[config.mk]
export PLATFORM = sky130hd
export DESIGN_NAME = pss_start_sel
export DESIGN_NICKNAME = d
export VERILOG_FILES = /design/src/pss_pkg.sv /design/src/pss_cfg_if.sv /design/src/pss_start_sel.sv /design/src/pss_edge.sv /design/src/pss_cfg_regs.sv
export SDC_FILE = /design/constraint.sdc
export NUM_CORES = 1
export LEC_CHECK = 0
export ABC_AREA = 1
export BUFFER_PORTS_ARGS = -buffer_cell sky130_fd_sc_hd__buf_4
export CAP_MARGIN = 10
export CORE_MARGIN = 10
export CORE_UTILIZATION = 30
export CTS_CLUSTER_SIZE = 8
export DETAILED_ROUTE_END_ITERATION = 8
export SLEW_MARGIN = 20
export SYNTH_ARGS = -nofsm -noshare
export SYNTH_HDL_FRONTEND = slang
export SYNTH_SLANG_ARGS = --single-unit
[constraint.sdc]
create_clock -name clk_i -period 2.6 [get_ports clk_i]
set_input_delay 0.13 -clock clk_i [delete_from_list [all_inputs] [get_ports clk_i]]
set_output_delay 0.13 -clock clk_i [all_outputs]
set_load 0.1 [all_outputs]
[src/pss_pkg.sv]
package pss_pkg;

  // table sizes
  localparam int unsigned NUM_ENTRIES = 16;
  localparam int unsigned ENTRY_W = 4;
  localparam int unsigned NUM_DIRECT = 6;

  // register byte offsets
  localparam logic [7:0] OFS_DIRECT_MAP = 8'h00;
  localparam logic [7:0] OFS_SEQ_FLAGS = 8'h04;
  localparam logic [7:0] OFS_STATUS = 8'h08;

  // values after reset, and the last entry number
  localparam logic [23:0] DIRECT_MAP_RST = 24'h543210;
  localparam logic [15:0] SEQ_FLAGS_RST = 16'h0000;
  localparam logic [3:0] START_POINT_RST = 4'h0;
  localparam logic [4:0] PRESENT_NONE = 5'h1F;
  localparam logic [3:0] LAST_ENTRY = 4'hF;

  // status field positions
  localparam int unsigned STAT_READY_BIT = 0;
  localparam int unsigned STAT_PRESENT_LSB = 8;
  localparam int unsigned STAT_START_LSB = 16;
  localparam int unsigned STAT_RUN_LSB = 24;
  localparam int unsigned STAT_METHOD_LSB = 28;

  // how the last move was launched
  localparam logic [1:0] METHOD_NONE = 2'h0;
  localparam logic [1:0] METHOD_SELECT = 2'h1;
  localparam logic [1:0] METHOD_DIRECT = 2'h2;
  localparam logic [1:0] METHOD_SEQ = 2'h3;

  typedef enum logic [1:0] {
    PSS_IDLE = 2'b01,
    PSS_BUSY = 2'b10
  } pss_state_t;

endpackage : pss_pkg

[src/pss_cfg_if.sv]
`timescale 1ns/1ps
// configuration path between the bus side and the table storage
interface pss_cfg_if;
  logic wr_en;
  logic wr_flags;
  logic [31:0] wr_data;
  logic [3:0] wr_strb;
  logic [23:0] direct_map;
  logic [15:0] seq_flags;

  modport core (
    output wr_en,
    output wr_flags,
    output wr_data,
    output wr_strb,
    input direct_map,
    input seq_flags
  );

  modport store (
    input wr_en,
    input wr_flags,
    input wr_data,
    input wr_strb,
    output direct_map,
    output seq_flags
  );
endinterface : pss_cfg_if

[src/pss_start_sel.sv]
`timescale 1ns/1ps
// Contract
// - start input rising launches the entry shown on the select lines
// - select lines decode as binary, lowest line bit 0, entries 0 to 15
// - ready drops once a move begins; host releases start after that
// - ready returns high when the move completes
// - a direct-start input rising launches its mapped entry
// - each direct-start input has a 0-15 map, defaults 0 to 5
// - sequence step launches the entry after the previously executed one
// - next entry with sequential flag off wraps to the start point
// - select-start or direct-start sets the new sequence start point
// - with no start point set, first step runs entry 0
// - torque limit entry always follows the select lines
// - clear events reset start point to 0 and present number to -1
// - sixteen one-bit sequential flags, default disabled
module pss_start_sel (
  input wire logic clk_i,                                // 250 MHz clock
  input wire logic rst_i,                                // async reset, active high
  input wire logic psel,                                 // apb select
  input wire logic penable,                              // apb access phase
  input wire logic pwrite,                               // apb direction
  input wire logic [7:0] paddr,                          // apb byte address
  input wire logic [31:0] pwdata,                        // apb write data
  input wire logic [3:0] pstrb,                          // apb byte strobes
  output logic [31:0] prdata,                            // apb read data
  output logic pready,                                   // apb ready
  output logic pslverr,                                  // apb error
  input wire logic start_i,                              // select-mode start
  input wire logic [pss_pkg::ENTRY_W-1:0] data_number_select_lines_i, // entry select
  input wire logic [pss_pkg::NUM_DIRECT-1:0] direct_start_inputs_i,   // direct starts
  input wire logic sequence_step_input_i,                // sequence step
  input wire logic move_done_i,                          // profile finished, pulse
  input wire logic non_positioning_op_i,                 // other operation running
  input wire logic alarm_reset_i,                        // alarm reset event
  input wire logic input_a_i,                            // input_a input
  input wire logic excitation_off_i,                     // excitation-off command
  input wire logic position_preset_i,                    // position preset event
  output logic ready_o,                                  // ready for a start
  output logic move_start_o,                             // one-cycle launch pulse
  output logic [pss_pkg::ENTRY_W-1:0] move_data_no_o,    // entry being run
  output logic [pss_pkg::ENTRY_W-1:0] torque_data_no_o,  // entry for torque limit
  output logic [4:0] present_data_no_o,                  // present number, 1F = -1
  output logic [pss_pkg::ENTRY_W-1:0] seq_start_point_o  // sequence start point
);
  import pss_pkg::*;

  pss_cfg_if cfg ();
  pss_state_t state_q;
  logic rise_start;
  logic [NUM_DIRECT-1:0] rise_direct;
  logic rise_seq;
  logic clear_evt;
  logic launch;
  logic [ENTRY_W-1:0] launch_no;
  logic [1:0] launch_method;
  logic [ENTRY_W-1:0] direct_no;
  logic [ENTRY_W-1:0] seq_next;
  logic [ENTRY_W-1:0] seq_cand;
  logic [ENTRY_W-1:0] start_q;
  logic [4:0] present_q;
  logic [ENTRY_W-1:0] run_q;
  logic [1:0] method_q;
  logic [ENTRY_W-1:0] torque_q;
  logic move_start_q;
  logic [31:0] prdata_q;
  logic addr_ok;
  logic setup;
  logic access;

  pss_edge #(
    .W(1)
  ) u_edge_start (
    .clk_i(clk_i),
    .rst_i(rst_i),
    .level_i(start_i),
    .rise_o(rise_start)
  );

  pss_edge #(
    .W(NUM_DIRECT)
  ) u_edge_direct (
    .clk_i(clk_i),
    .rst_i(rst_i),
    .level_i(direct_start_inputs_i),
    .rise_o(rise_direct)
  );

  pss_edge #(
    .W(1)
  ) u_edge_seq (
    .clk_i(clk_i),
    .rst_i(rst_i),
    .level_i(sequence_step_input_i),
    .rise_o(rise_seq)
  );

  pss_cfg_regs u_cfg (
    .clk_i(clk_i),
    .rst_i(rst_i),
    .cfg(cfg.store)
  );

  // any of these events forgets the sequence position
  assign clear_evt = non_positioning_op_i | alarm_reset_i | input_a_i
                   | excitation_off_i | position_preset_i;

  // lowest-numbered direct input wins if several rise together
  always_comb
  begin
    direct_no = '0;
    for (int i = NUM_DIRECT - 1; i >= 0; i--)
    begin
      if (rise_direct[i])
      begin
        direct_no = cfg.direct_map[i*ENTRY_W +: ENTRY_W];
      end
    end
  end

  // next sequence entry; entry 15 never rolls into 0, it returns to the start point
  always_comb
  begin
    seq_cand = present_q[ENTRY_W-1:0] + 4'h1;
    if (present_q == PRESENT_NONE)
    begin
      seq_next = start_q;
    end
    else if (present_q[ENTRY_W-1:0] == LAST_ENTRY || !cfg.seq_flags[seq_cand])
    begin
      seq_next = start_q;
    end
    else
    begin
      seq_next = seq_cand;
    end
  end

  // pick the launch source; a clear event in the same cycle blocks it
  always_comb
  begin
    launch = 1'b0;
    launch_no = '0;
    launch_method = METHOD_NONE;
    if (state_q == PSS_IDLE && !clear_evt)
    begin
      if (rise_start)
      begin
        launch = 1'b1;
        launch_no = data_number_select_lines_i;
        launch_method = METHOD_SELECT;
      end
      else if (|rise_direct)
      begin
        launch = 1'b1;
        launch_no = direct_no;
        launch_method = METHOD_DIRECT;
      end
      else if (rise_seq)
      begin
        launch = 1'b1;
        launch_no = seq_next;
        launch_method = METHOD_SEQ;
      end
    end
  end

  // move state: busy from launch until the profile reports completion
  always_ff @(posedge clk_i or posedge rst_i)
  begin
    if (rst_i)
    begin
      state_q <= PSS_IDLE;
    end
    else
    begin
      unique case (state_q)
        PSS_IDLE:
        begin
          if (launch)
          begin
            state_q <= PSS_BUSY;
          end
        end
        PSS_BUSY:
        begin
          if (move_done_i)
          begin
            state_q <= PSS_IDLE;
          end
        end
      endcase
    end
  end

  // sequence start point and present entry number
  always_ff @(posedge clk_i or posedge rst_i)
  begin
    if (rst_i)
    begin
      start_q <= START_POINT_RST;
      present_q <= PRESENT_NONE;
    end
    else if (clear_evt)
    begin
      start_q <= START_POINT_RST;
      present_q <= PRESENT_NONE;
    end
    else if (launch)
    begin
      present_q <= {1'b0, launch_no};
      if (launch_method != METHOD_SEQ)
      begin
        start_q <= launch_no;
      end
    end
  end

  // launch pulse and the entry handed to the profile generator
  always_ff @(posedge clk_i or posedge rst_i)
  begin
    if (rst_i)
    begin
      move_start_q <= 1'b0;
      run_q <= '0;
      method_q <= METHOD_NONE;
    end
    else
    begin
      move_start_q <= launch;
      if (launch)
      begin
        run_q <= launch_no;
        method_q <= launch_method;
      end
    end
  end

  // torque entry tracks the select lines for every start method, even mid-move
  always_ff @(posedge clk_i or posedge rst_i)
  begin
    if (rst_i)
    begin
      torque_q <= '0;
    end
    else
    begin
      torque_q <= data_number_select_lines_i;
    end
  end

  assign ready_o = (state_q == PSS_IDLE);
  assign move_start_o = move_start_q;
  assign move_data_no_o = run_q;
  assign torque_data_no_o = torque_q;
  assign present_data_no_o = present_q;
  assign seq_start_point_o = start_q;

  // apb decode: zero wait states, read data captured in the setup cycle
  assign setup = psel & ~penable;
  assign access = psel & penable;
  assign addr_ok = (paddr == OFS_DIRECT_MAP) || (paddr == OFS_SEQ_FLAGS)
                 || (paddr == OFS_STATUS);
  assign pready = 1'b1;
  assign pslverr = access & ~addr_ok;

  // table writes land on the access edge; status is read-only
  assign cfg.wr_en = access & pwrite & ((paddr == OFS_DIRECT_MAP) || (paddr == OFS_SEQ_FLAGS));
  assign cfg.wr_flags = (paddr == OFS_SEQ_FLAGS);
  assign cfg.wr_data = pwdata;
  assign cfg.wr_strb = pstrb;

  // read mux registered so prdata comes from a flop; unmapped reads zero
  always_ff @(posedge clk_i or posedge rst_i)
  begin
    if (rst_i)
    begin
      prdata_q <= 32'h00000000;
    end
    else if (setup)
    begin
      prdata_q <= 32'h00000000;
      if (!pwrite)
      begin
        if (paddr == OFS_DIRECT_MAP)
        begin
          prdata_q <= {8'h00, cfg.direct_map};
        end
        else if (paddr == OFS_SEQ_FLAGS)
        begin
          prdata_q <= {16'h0000, cfg.seq_flags};
        end
        else if (paddr == OFS_STATUS)
        begin
          prdata_q[STAT_READY_BIT] <= ready_o;
          prdata_q[STAT_PRESENT_LSB +: 5] <= present_q;
          prdata_q[STAT_START_LSB +: ENTRY_W] <= start_q;
          prdata_q[STAT_RUN_LSB +: ENTRY_W] <= run_q;
          prdata_q[STAT_METHOD_LSB +: 2] <= method_q;
        end
      end
    end
  end

  assign prdata = prdata_q;

endmodule : pss_start_sel

[src/pss_edge.sv]
`timescale 1ns/1ps
// off-to-on detector for a group of discrete inputs
module pss_edge #(
  parameter int unsigned W = 1
) (
  input wire logic clk_i,            // system clock
  input wire logic rst_i,            // async reset, active high
  input wire logic [W-1:0] level_i,  // input levels
  output logic [W-1:0] rise_o        // one-cycle pulse per rising edge
);

  logic [W-1:0] prev_q;

  // previous level starts high so an input already on at reset release
  // does not launch a move; it must go off and on again
  always_ff @(posedge clk_i or posedge rst_i)
  begin
    if (rst_i)
    begin
      prev_q <= '1;
    end
    else
    begin
      prev_q <= level_i;
    end
  end

  assign rise_o = level_i & ~prev_q;

endmodule : pss_edge

[src/pss_cfg_regs.sv]
`timescale 1ns/1ps
// storage for the direct-start map and the per-entry sequential flags
module pss_cfg_regs (
  input wire logic clk_i,      // system clock
  input wire logic rst_i,      // async reset, active high
  pss_cfg_if.store cfg         // write port and table contents
);
  import pss_pkg::*;

  // direct-start map, four bits per input, byte-lane writes
  always_ff @(posedge clk_i or posedge rst_i)
  begin
    if (rst_i)
    begin
      cfg.direct_map <= DIRECT_MAP_RST;
    end
    else if (cfg.wr_en && !cfg.wr_flags)
    begin
      for (int b = 0; b < 3; b++)
      begin
        if (cfg.wr_strb[b])
        begin
          cfg.direct_map[b*8 +: 8] <= cfg.wr_data[b*8 +: 8];
        end
      end
    end
  end

  // sequential flags, one bit per entry, all disabled after reset
  always_ff @(posedge clk_i or posedge rst_i)
  begin
    if (rst_i)
    begin
      cfg.seq_flags <= SEQ_FLAGS_RST;
    end
    else if (cfg.wr_en && cfg.wr_flags)
    begin
      for (int b = 0; b < 2; b++)
      begin
        if (cfg.wr_strb[b])
        begin
          cfg.seq_flags[b*8 +: 8] <= cfg.wr_data[b*8 +: 8];
        end
      end
    end
  end

endmodule : pss_cfg_regs

## Word-level counts from Yosys, hierarchy flattened

Index checks and enable logic that the tools add are counted.

| operators by class | value |
|---|---|
| $add $sub $neg | 1 |
| multipliers | 0 |
| divide/modulo/power cells | 0 |
| magnitude comparators | 1 |
| equality and inequality tests | 9 |
| shift-type cells | 0 |
| mux-type cells | 42 |
| bitwise logic cells | 17 |
| reduce and logical (&&, ||, !) cells | 20 |

Operators with widths:

| cell | number |
|---|---|
| $mux W4 | 17 |
| $mux W30 | 2 |
| $mux W5 | 4 |
| $reduce_and A2 Y1 | 7 |
| $mux W2 | 6 |
| $mux W6 | 2 |
| $eq A8 B3 Y1 const B | 1 |
| $eq A8 B4 Y1 const B | 1 |
| $logic_not A8 Y1 | 1 |
| $and A1 B1 Y1 | 7 |
| $mux W1 | 7 |
| $mux W7 | 1 |
| $and A6 B6 Y6 | 1 |
| $not A6 Y6 | 1 |
| $reduce_or A6 Y1 | 1 |
| $eq A5 B5 Y1 const B | 1 |
| $lt A4 B5 Y1 const B | 1 |
| $add A4 B1 Y4 const B | 1 |
| $bmux W1 S4 | 1 |
| $eq A4 B4 Y1 const B | 1 |
| $ne A2 B2 Y1 const B | 2 |
| $not A1 Y1 | 4 |
| $or A1 B1 Y1 | 4 |
| $pmux W2 S2 | 1 |
| 8 further kinds | 15 |

| storage, ports and cells | value |
|---|---|
| flip-flop bits (word level) | 102 |
| latch bits | 0 |
| memory bits (writable) | 0 |
| ROM bits | 0 |
| input port bits | 67 |
| output and inout bits | 53 |
| logic and storage cells | 106 |
| memories | 0 |

## Depth between registers and ports, before layout

| depth | value |
|---|---|
| depth after elaboration | 14 |
| depth in mapped cells | 12 |
| gate-level depth less buffers | 12 |

## Cells and area by module

Synthesis repeated with hierarchy kept, for this count alone.

| unflattened totals | value |
|---|---|
| cells, all modules | 593 |
| area, all modules | 5076.1 sq um |

Modules (own cells, without submodules):

| module | instances | cells each | area an instance (sq um) | seq. area each (sq um) |
|---|---|---|---|---|
| pss_start_sel | 1 | 385 | 3009.1 | 1308.8 |
| pss_cfg_regs | 1 | 181 | 1765.4 | 1009.7 |
| pss_edge at u_edge_direct | 1 | 19 | 221.5 | 157.7 |
| pss_edge at u_edge_seq ... | 2 | 4 | 40.0 | 26.3 |

## Worst setup path after synthesis

No wires, ideal clock.

| path | value |
|---|---|
| path type | register to register |
| start | register state_q[0] |
| end | register start_q[0] (netlist: seq_start_point_o[0]) |
| setup time | 0.120 ns |
| arrival | 2.781 ns |
| required time | 2.480 ns |
| path slack | -0.301 ns |
| stages on the path, launching flop included | 10 |
| buffers on the path | 0 |
| clock period less this slack | 2.901 ns |
| cell sequence | dfstp_2 inv_1 nor2_1 inv_1 nor2_2 nand2_2 a21oi_2 inv_2 nand2_1 nand2_1 |

| between the ends | value |
|---|---|
| word-level cells in the longest chain between the ends | 6 |
| elaborated cells on any way between the ends | 12 |
| classes of those cells | eq/ne: 2; mux: 6; reduce/logical: 4 |

Ends and longest elaborated chain:

| item | RTL line | source |
|---|---|---|
| start, declared | pss_start_sel.sv:48 | `pss_state_t state_q;` |
| start signal, assigned | pss_start_sel.sv:172 | `state_q <= PSS_IDLE;` |
| start signal, assigned | pss_start_sel.sv:181 | `state_q <= PSS_BUSY;` |
| start signal, assigned | pss_start_sel.sv:188 | `state_q <= PSS_IDLE;` |
| $eq A2 B1 Y1 (*) | - |  |
| via ready_o | pss_start_sel.sv:38 | `output logic ready_o,` |
| $logic_and A1 B1 Y1 (*) | pss_start_sel.sv:144 | `if (state_q == PSS_IDLE && !clear_evt)` |
| $mux W2 / $mux W4 (equally long branches) | pss_start_sel.sv:144 |  |
| $ne A2 B2 Y1 / $mux W4 (equally long branches) | pss_start_sel.sv:211 | `if (launch_method != METHOD_SEQ)` |
| $reduce_bool A2 Y1 (no line) / $mux W4 (equally long branches) | - |  |
| $reduce_and A2 Y1 (no line) / $mux W4 (equally long branches) | - |  |
| end signal, assigned | pss_start_sel.sv:213 | `start_q <= launch_no;` |
| end, declared | pss_start_sel.sv:59 | `logic [ENTRY_W-1:0] start_q;` |

Mark *: on every way through the listed nets, which the timed path passes. The rest lies on a longest branch. The select of a mux whose other input is x is not followed.
A chain may end at the register's enable or synchronous reset.

## Final worst setup path

| path | value |
|---|---|
| start | register present_q[1] (netlist: present_data_no_o[1]) |
| end | register run_q[1] (netlist: move_data_no_o[1]) |

| between the ends | value |
|---|---|
| word-level cells in the longest chain between the ends | 11 |
| elaborated cells on any way between the ends | 13 |
| classes of those cells | add/sub: 1; eq/ne: 2; mux: 8; reduce/logical: 2 |

Ends and longest elaborated chain:

| item | RTL line | source |
|---|---|---|
| start, declared | pss_start_sel.sv:60 | `logic [4:0] present_q;` |
| start signal, assigned | pss_start_sel.sv:210 | `present_q <= {1'b0, launch_no};` |
| $add A4 B1 Y4 | pss_start_sel.sv:123 | `seq_cand = present_q[ENTRY_W-1:0] + 4'h1;` |
| $bmux W1 S4 | pss_start_sel.sv:128 | `else if (present_q[ENTRY_W-1:0] == LAST_ENTRY \|\| !cfg.seq_flags[seq_cand])` |
| $mux W1 (not written as such) | pss_start_sel.sv:128 |  |
| $logic_not A1 Y1 | pss_start_sel.sv:128 |  |
| $logic_or A1 B1 Y1 | pss_start_sel.sv:128 |  |
| $mux W4 | pss_start_sel.sv:128 |  |
| $mux W4 (*) | pss_start_sel.sv:124 | `if (present_q == PRESENT_NONE)` |
| $mux W4 (*) | pss_start_sel.sv:158 | `else if (rise_seq)` |
| $mux W4 (*) | pss_start_sel.sv:152 | `else if (\|rise_direct)` |
| $mux W4 (*) | pss_start_sel.sv:146 | `if (rise_start)` |
| $mux W4 (*) | pss_start_sel.sv:144 |  |
| end signal, assigned | pss_start_sel.sv:232 | `run_q <= launch_no;` |
| end, declared | pss_start_sel.sv:61 | `logic [ENTRY_W-1:0] run_q;` |

Mark *: on every way between the ends. The rest lies on a longest branch, timed or not. The select of a mux whose other input is x is not followed.

==> results by group <==
Critical path
  • Crit path buf inv count: 1
  • Max stage delay cell, worst path: dfstp_2
  • Setup crit start: present_data_no_o[1]$_DFFE_PP1P_
  • FF-to-FF setup slack: 0.59 ns
  • Startpoint Class: flop
  • Data required, critical path: between 2 and 3 ns
  • Reg2reg start: present_data_no_o[1]$_DFFE_PP1P_
  • Crit path max fanout: 6
  • Critical path depth: 12
  • Crit path largest cell delay: 0.60 ns
  • Crit path to: move_data_no_o[1]$_DFFE_PP0P_
  • R2R cell count: 12
  • R2R Path End: move_data_no_o[1]$_DFFE_PP0P_
  • Setup CP Type: reg2reg
  • Worst EP arrival: about 2.3 ns
  • Crit. End Element: flop
  • Crit-path leading delay family: simple AND/OR/NAND/NOR gates
  • CP cell instances: ha_1 -> inv_1 -> nand3_1 -> nand3_1 -> nand3_2 -> nand2_2 -> nand2_2 -> nand2_1 -> nand3_1 -> nand2_1 -> nand2_1 -> o21ai_1

Flow run
  • Max-cap violation count: 0

GRT
  • Total Routing Usage GR: 13.78%
  • Antenna violations before repair: 0
  • First-pass GRT wire length: 23,840 um
  • Vias in the first global route: roughly 4,400
  • Pin count of the biggest net entering global routing: 46
  • Gr ovfl total: 0

Detailed routing
  • Total wire length: 14,990 um
  • Drt wl/cell: 16.34 um
  • DR pass1 iterations: 4
  • Vias per cell: 4.603
  • DRC violations left: 0
  • Antenna Nets Post-Route: 0
  • Via count: around 4,200
  • Iteration-0 DRC Markers: 314

Clock network
  • Worst-path clk slew: roughly 0.070 ns
  • H-tree levels: 3
  • Setup Fix Bufs, Post-CTS: 0
  • Clk_lat worst skew: 0.35 ns
  • Max Root-Sink Buffers: 2
  • CTS Sinks: 100
  • CTS tree: done
  • Root Driver: clkbuf_16
  • Cts bufs inserted: 9

Layout
  • Share of cells above drive strength 1: 26.96%
  • Final nets: 764
  • Diode count: 0
  • Non-filler cells, final: 917
  • Area Growth Syn to Fin: 31.47%
  • Most frequent cells in the layout: 112 x nand2_1, 112 x buf_4, 79 x dfrtp_1, 72 x inv_1, 61 x o21ai_0

Status
  • Outcome: finished clean

Placement
  • Placed cells: a little under 900
  • Port Buffer Count: 107
  • RePlAce Congestion: 0.8425
  • Detail Placement HPWL: between 10,000 and 15,000 um

Timing
  • Fin. max-slew vios: 0
  • Final worst clock skew: 0.007391 ns
  • Final min period: 2.006 ns
  • Worst slew margin: 58.56%
  • Worst Max-Slew Pin Slew: 0.6203 ns
  • Highest Clock Rate: approximately 0.50 GHz
  • Final period util: between 70 and 80%
  • Final hold violation count: 0
  • RSZ-0062 raised after global routing: false
  • Setup TNS: 0 ns
  • Final setup fails: 0

Floorplan
  • Initial core utilization: between 30% and 40%
  • Die height: 148.0 um
  • I/O pins: 120
  • Die span in x: approximately 150 um
  • Cell row count: 46
  • Die Footprint: 0.02190 mm^2
  • Core ar.: about 0.016 mm^2

Logic synthesis
  • Synth async-reset ratio: 100.0%
  • Synth Instances: between 500 and 600
  • Register bit total from synthesis: 100
  • Synth Flop Type: dfrtp_1
  • Number of synthesized flops with an enable pin: 0
  • Syn Area/Cell: 8.605 um^2
  • YS warnings: 0
  • Netlist Area Pre-Place: approximately 0.005 mm^2
  • Sequential cell area fraction in the yosys report: 51.46%
  • Synth cell types: 40

Power and ir drop
  • Power per cell area: 587.6 mW/mm^2
  • Worst vdd rail ir drop: 0.4083 mV
  • Leak Pwr: 3.161 nW

Worst hold path
  • HP Class: in2reg
-- cells by family (layout without fill, tap and decap cells) --
| family | Yosys count | in the layout | synth area share (%) |
|---|---|---|---|
| AND/OR/NAND/NOR | 205 | 205 | 19.71 |
| AO/OA/AOI/OAI | 149 | 149 | 16.32 |
| buffers and inverters | 102 | 231 | 8.938 |
| flip-flops | 100 | 100 | 51.46 |
| multiplexers | 8 | 8 | 2.445 |
| XOR/XNOR | 4 | 4 | 0.7131 |
| other | 2 | 3 | 0.1528 |
| adder cells (fa/ha/maj) | 1 | 1 | 0.2546 |
-- report_power, final --
| part | internal [mW] | leakage (nW) | total [mW] | switching [mW] |
|---|---|---|---|---|
| Clock | 0.845 | 0.157 | 1.44 | 0.591 |
| Combinational | 0.188 | 1.72 | 0.692 | 0.505 |
| Sequential | 1.63 | 1.29 | 1.67 | 0.0324 |
| Total | 2.67 | 3.16 | 3.80 | 1.13 |
-- state kept, by name, indices dropped and copies added, names as in the netlist --
name	cells
method_q	2
move_data_no_o	4
move_start_o	1
prdata	30
present_data_no_o	5
seq_start_point_o	4
state_q	2
torque_data_no_o	4
u_cfg.cfg.direct_map	24
u_cfg.cfg.seq_flags	16
u_edge_direct.prev_q	6
u_edge_seq.prev_q	1
u_edge_start.prev_q	1
-- final cells by class --
| type | count | area, um^2 |
|---|---|---|
| Fill cell | 1623 | 9483 |
| Multi-Input combinational cell | 370 | 1957 |
| Tap cell | 216 | 270.3 |
| Clock inverter | 6 | 87.58 |
| Timing Repair Buffer | 133 | 1061 |
| Clock buffer | 10 | 229.0 |
| Sequential cell | 100 | 2529 |
| Inverter | 82 | 326.6 |
-- Yosys cell counts, types with 2 or more instances --
master	count	area share, %
nand2_2	3	0.38
inv_2	6	0.46
buf_2	3	0.31
nand3_2	3	0.61
nand2_1	112	8.6
o211ai_1	5	0.76
clkbuf_1	9	0.69
a221oi_1	4	0.71
o21ai_1	46	4.7
conb_1	2	0.15
clkinv_4	2	0.36
dfrtp_1	79	40
nand4_1	2	0.25
nand2_4	4	0.92
nor2_2	3	0.38
nand3_4	2	0.71
xor2_1	3	0.53
or2_0	3	0.38
buf_6	3	0.69
nand3_1	38	3.9
nor2_1	29	2.2
a21oi_1	19	1.9
inv_1	73	5.6
o22ai_1	6	0.76
mux2_4	8	2.4
o21ai_0	61	6.2
buf_4	4	0.61
o31ai_1	6	0.92
dfstp_2	21	11
nor3_1	2	0.20
-- per-layer routing --
metal	global-route usage [%]	up-vias	wire length (um)
li1	-	2126	-
met2	21.57	126	6710
met5	0	-	0
met3	3.907	21	931
met1	17.58	1948	7002
met4	5.352	0	344
-- what timing repair did --
action	CTS	global route
gates resized for setup	0	0
endpoints found under the hold margin	39	0
hold buffers	20	0
-- worst min path at each step --
| stage | to | depth (start not counted) | slack, ns | from |
|---|---|---|---|---|
| after global placement | prdata[1]$_DFFE_PP0P_ | 2 | 0.25 | rst_i |
| after detailed placement | u_edge_seq.prev_q$_DFF_PP1_ | 1 | 0.25 | sequence_step_input_i |
| after CTS | u_cfg.cfg.direct_map[21]$_DFFE_PP0P_ | 2 | 0.0005 | pwdata[21] |
| after global routing | u_cfg.cfg.direct_map[21]$_DFFE_PP0P_ | 2 | 0.0005 | pwdata[21] |
| after floorplan | u_edge_direct.prev_q[0]$_DFF_PP1_ | 0 | 0.13 | direct_start_inputs_i[0] |
| final | u_cfg.cfg.direct_map[21]$_DFFE_PP0P_ | 2 | 0.009 | pwdata[21] |
-- per-stage QoR --
step	util (%)	setup WS (ns)	cell area, um^2	hold WS [ns]	total power [mW]
after floorplan	-	0.2509	4928	0.1345	2.156
after global routing	40.52	0.4220	6460	0.0005244	3.952
after detailed placement	37.28	0.6247	5943	0.2492	2.369
final	40.52	0.5943	6460	0.009313	3.796
after global placement	37.28	0.6497	5943	0.2482	2.364
after CTS	40.52	0.6040	6460	0.0005003	3.835
No activity file was read; power rests on OpenSTA's default activity.
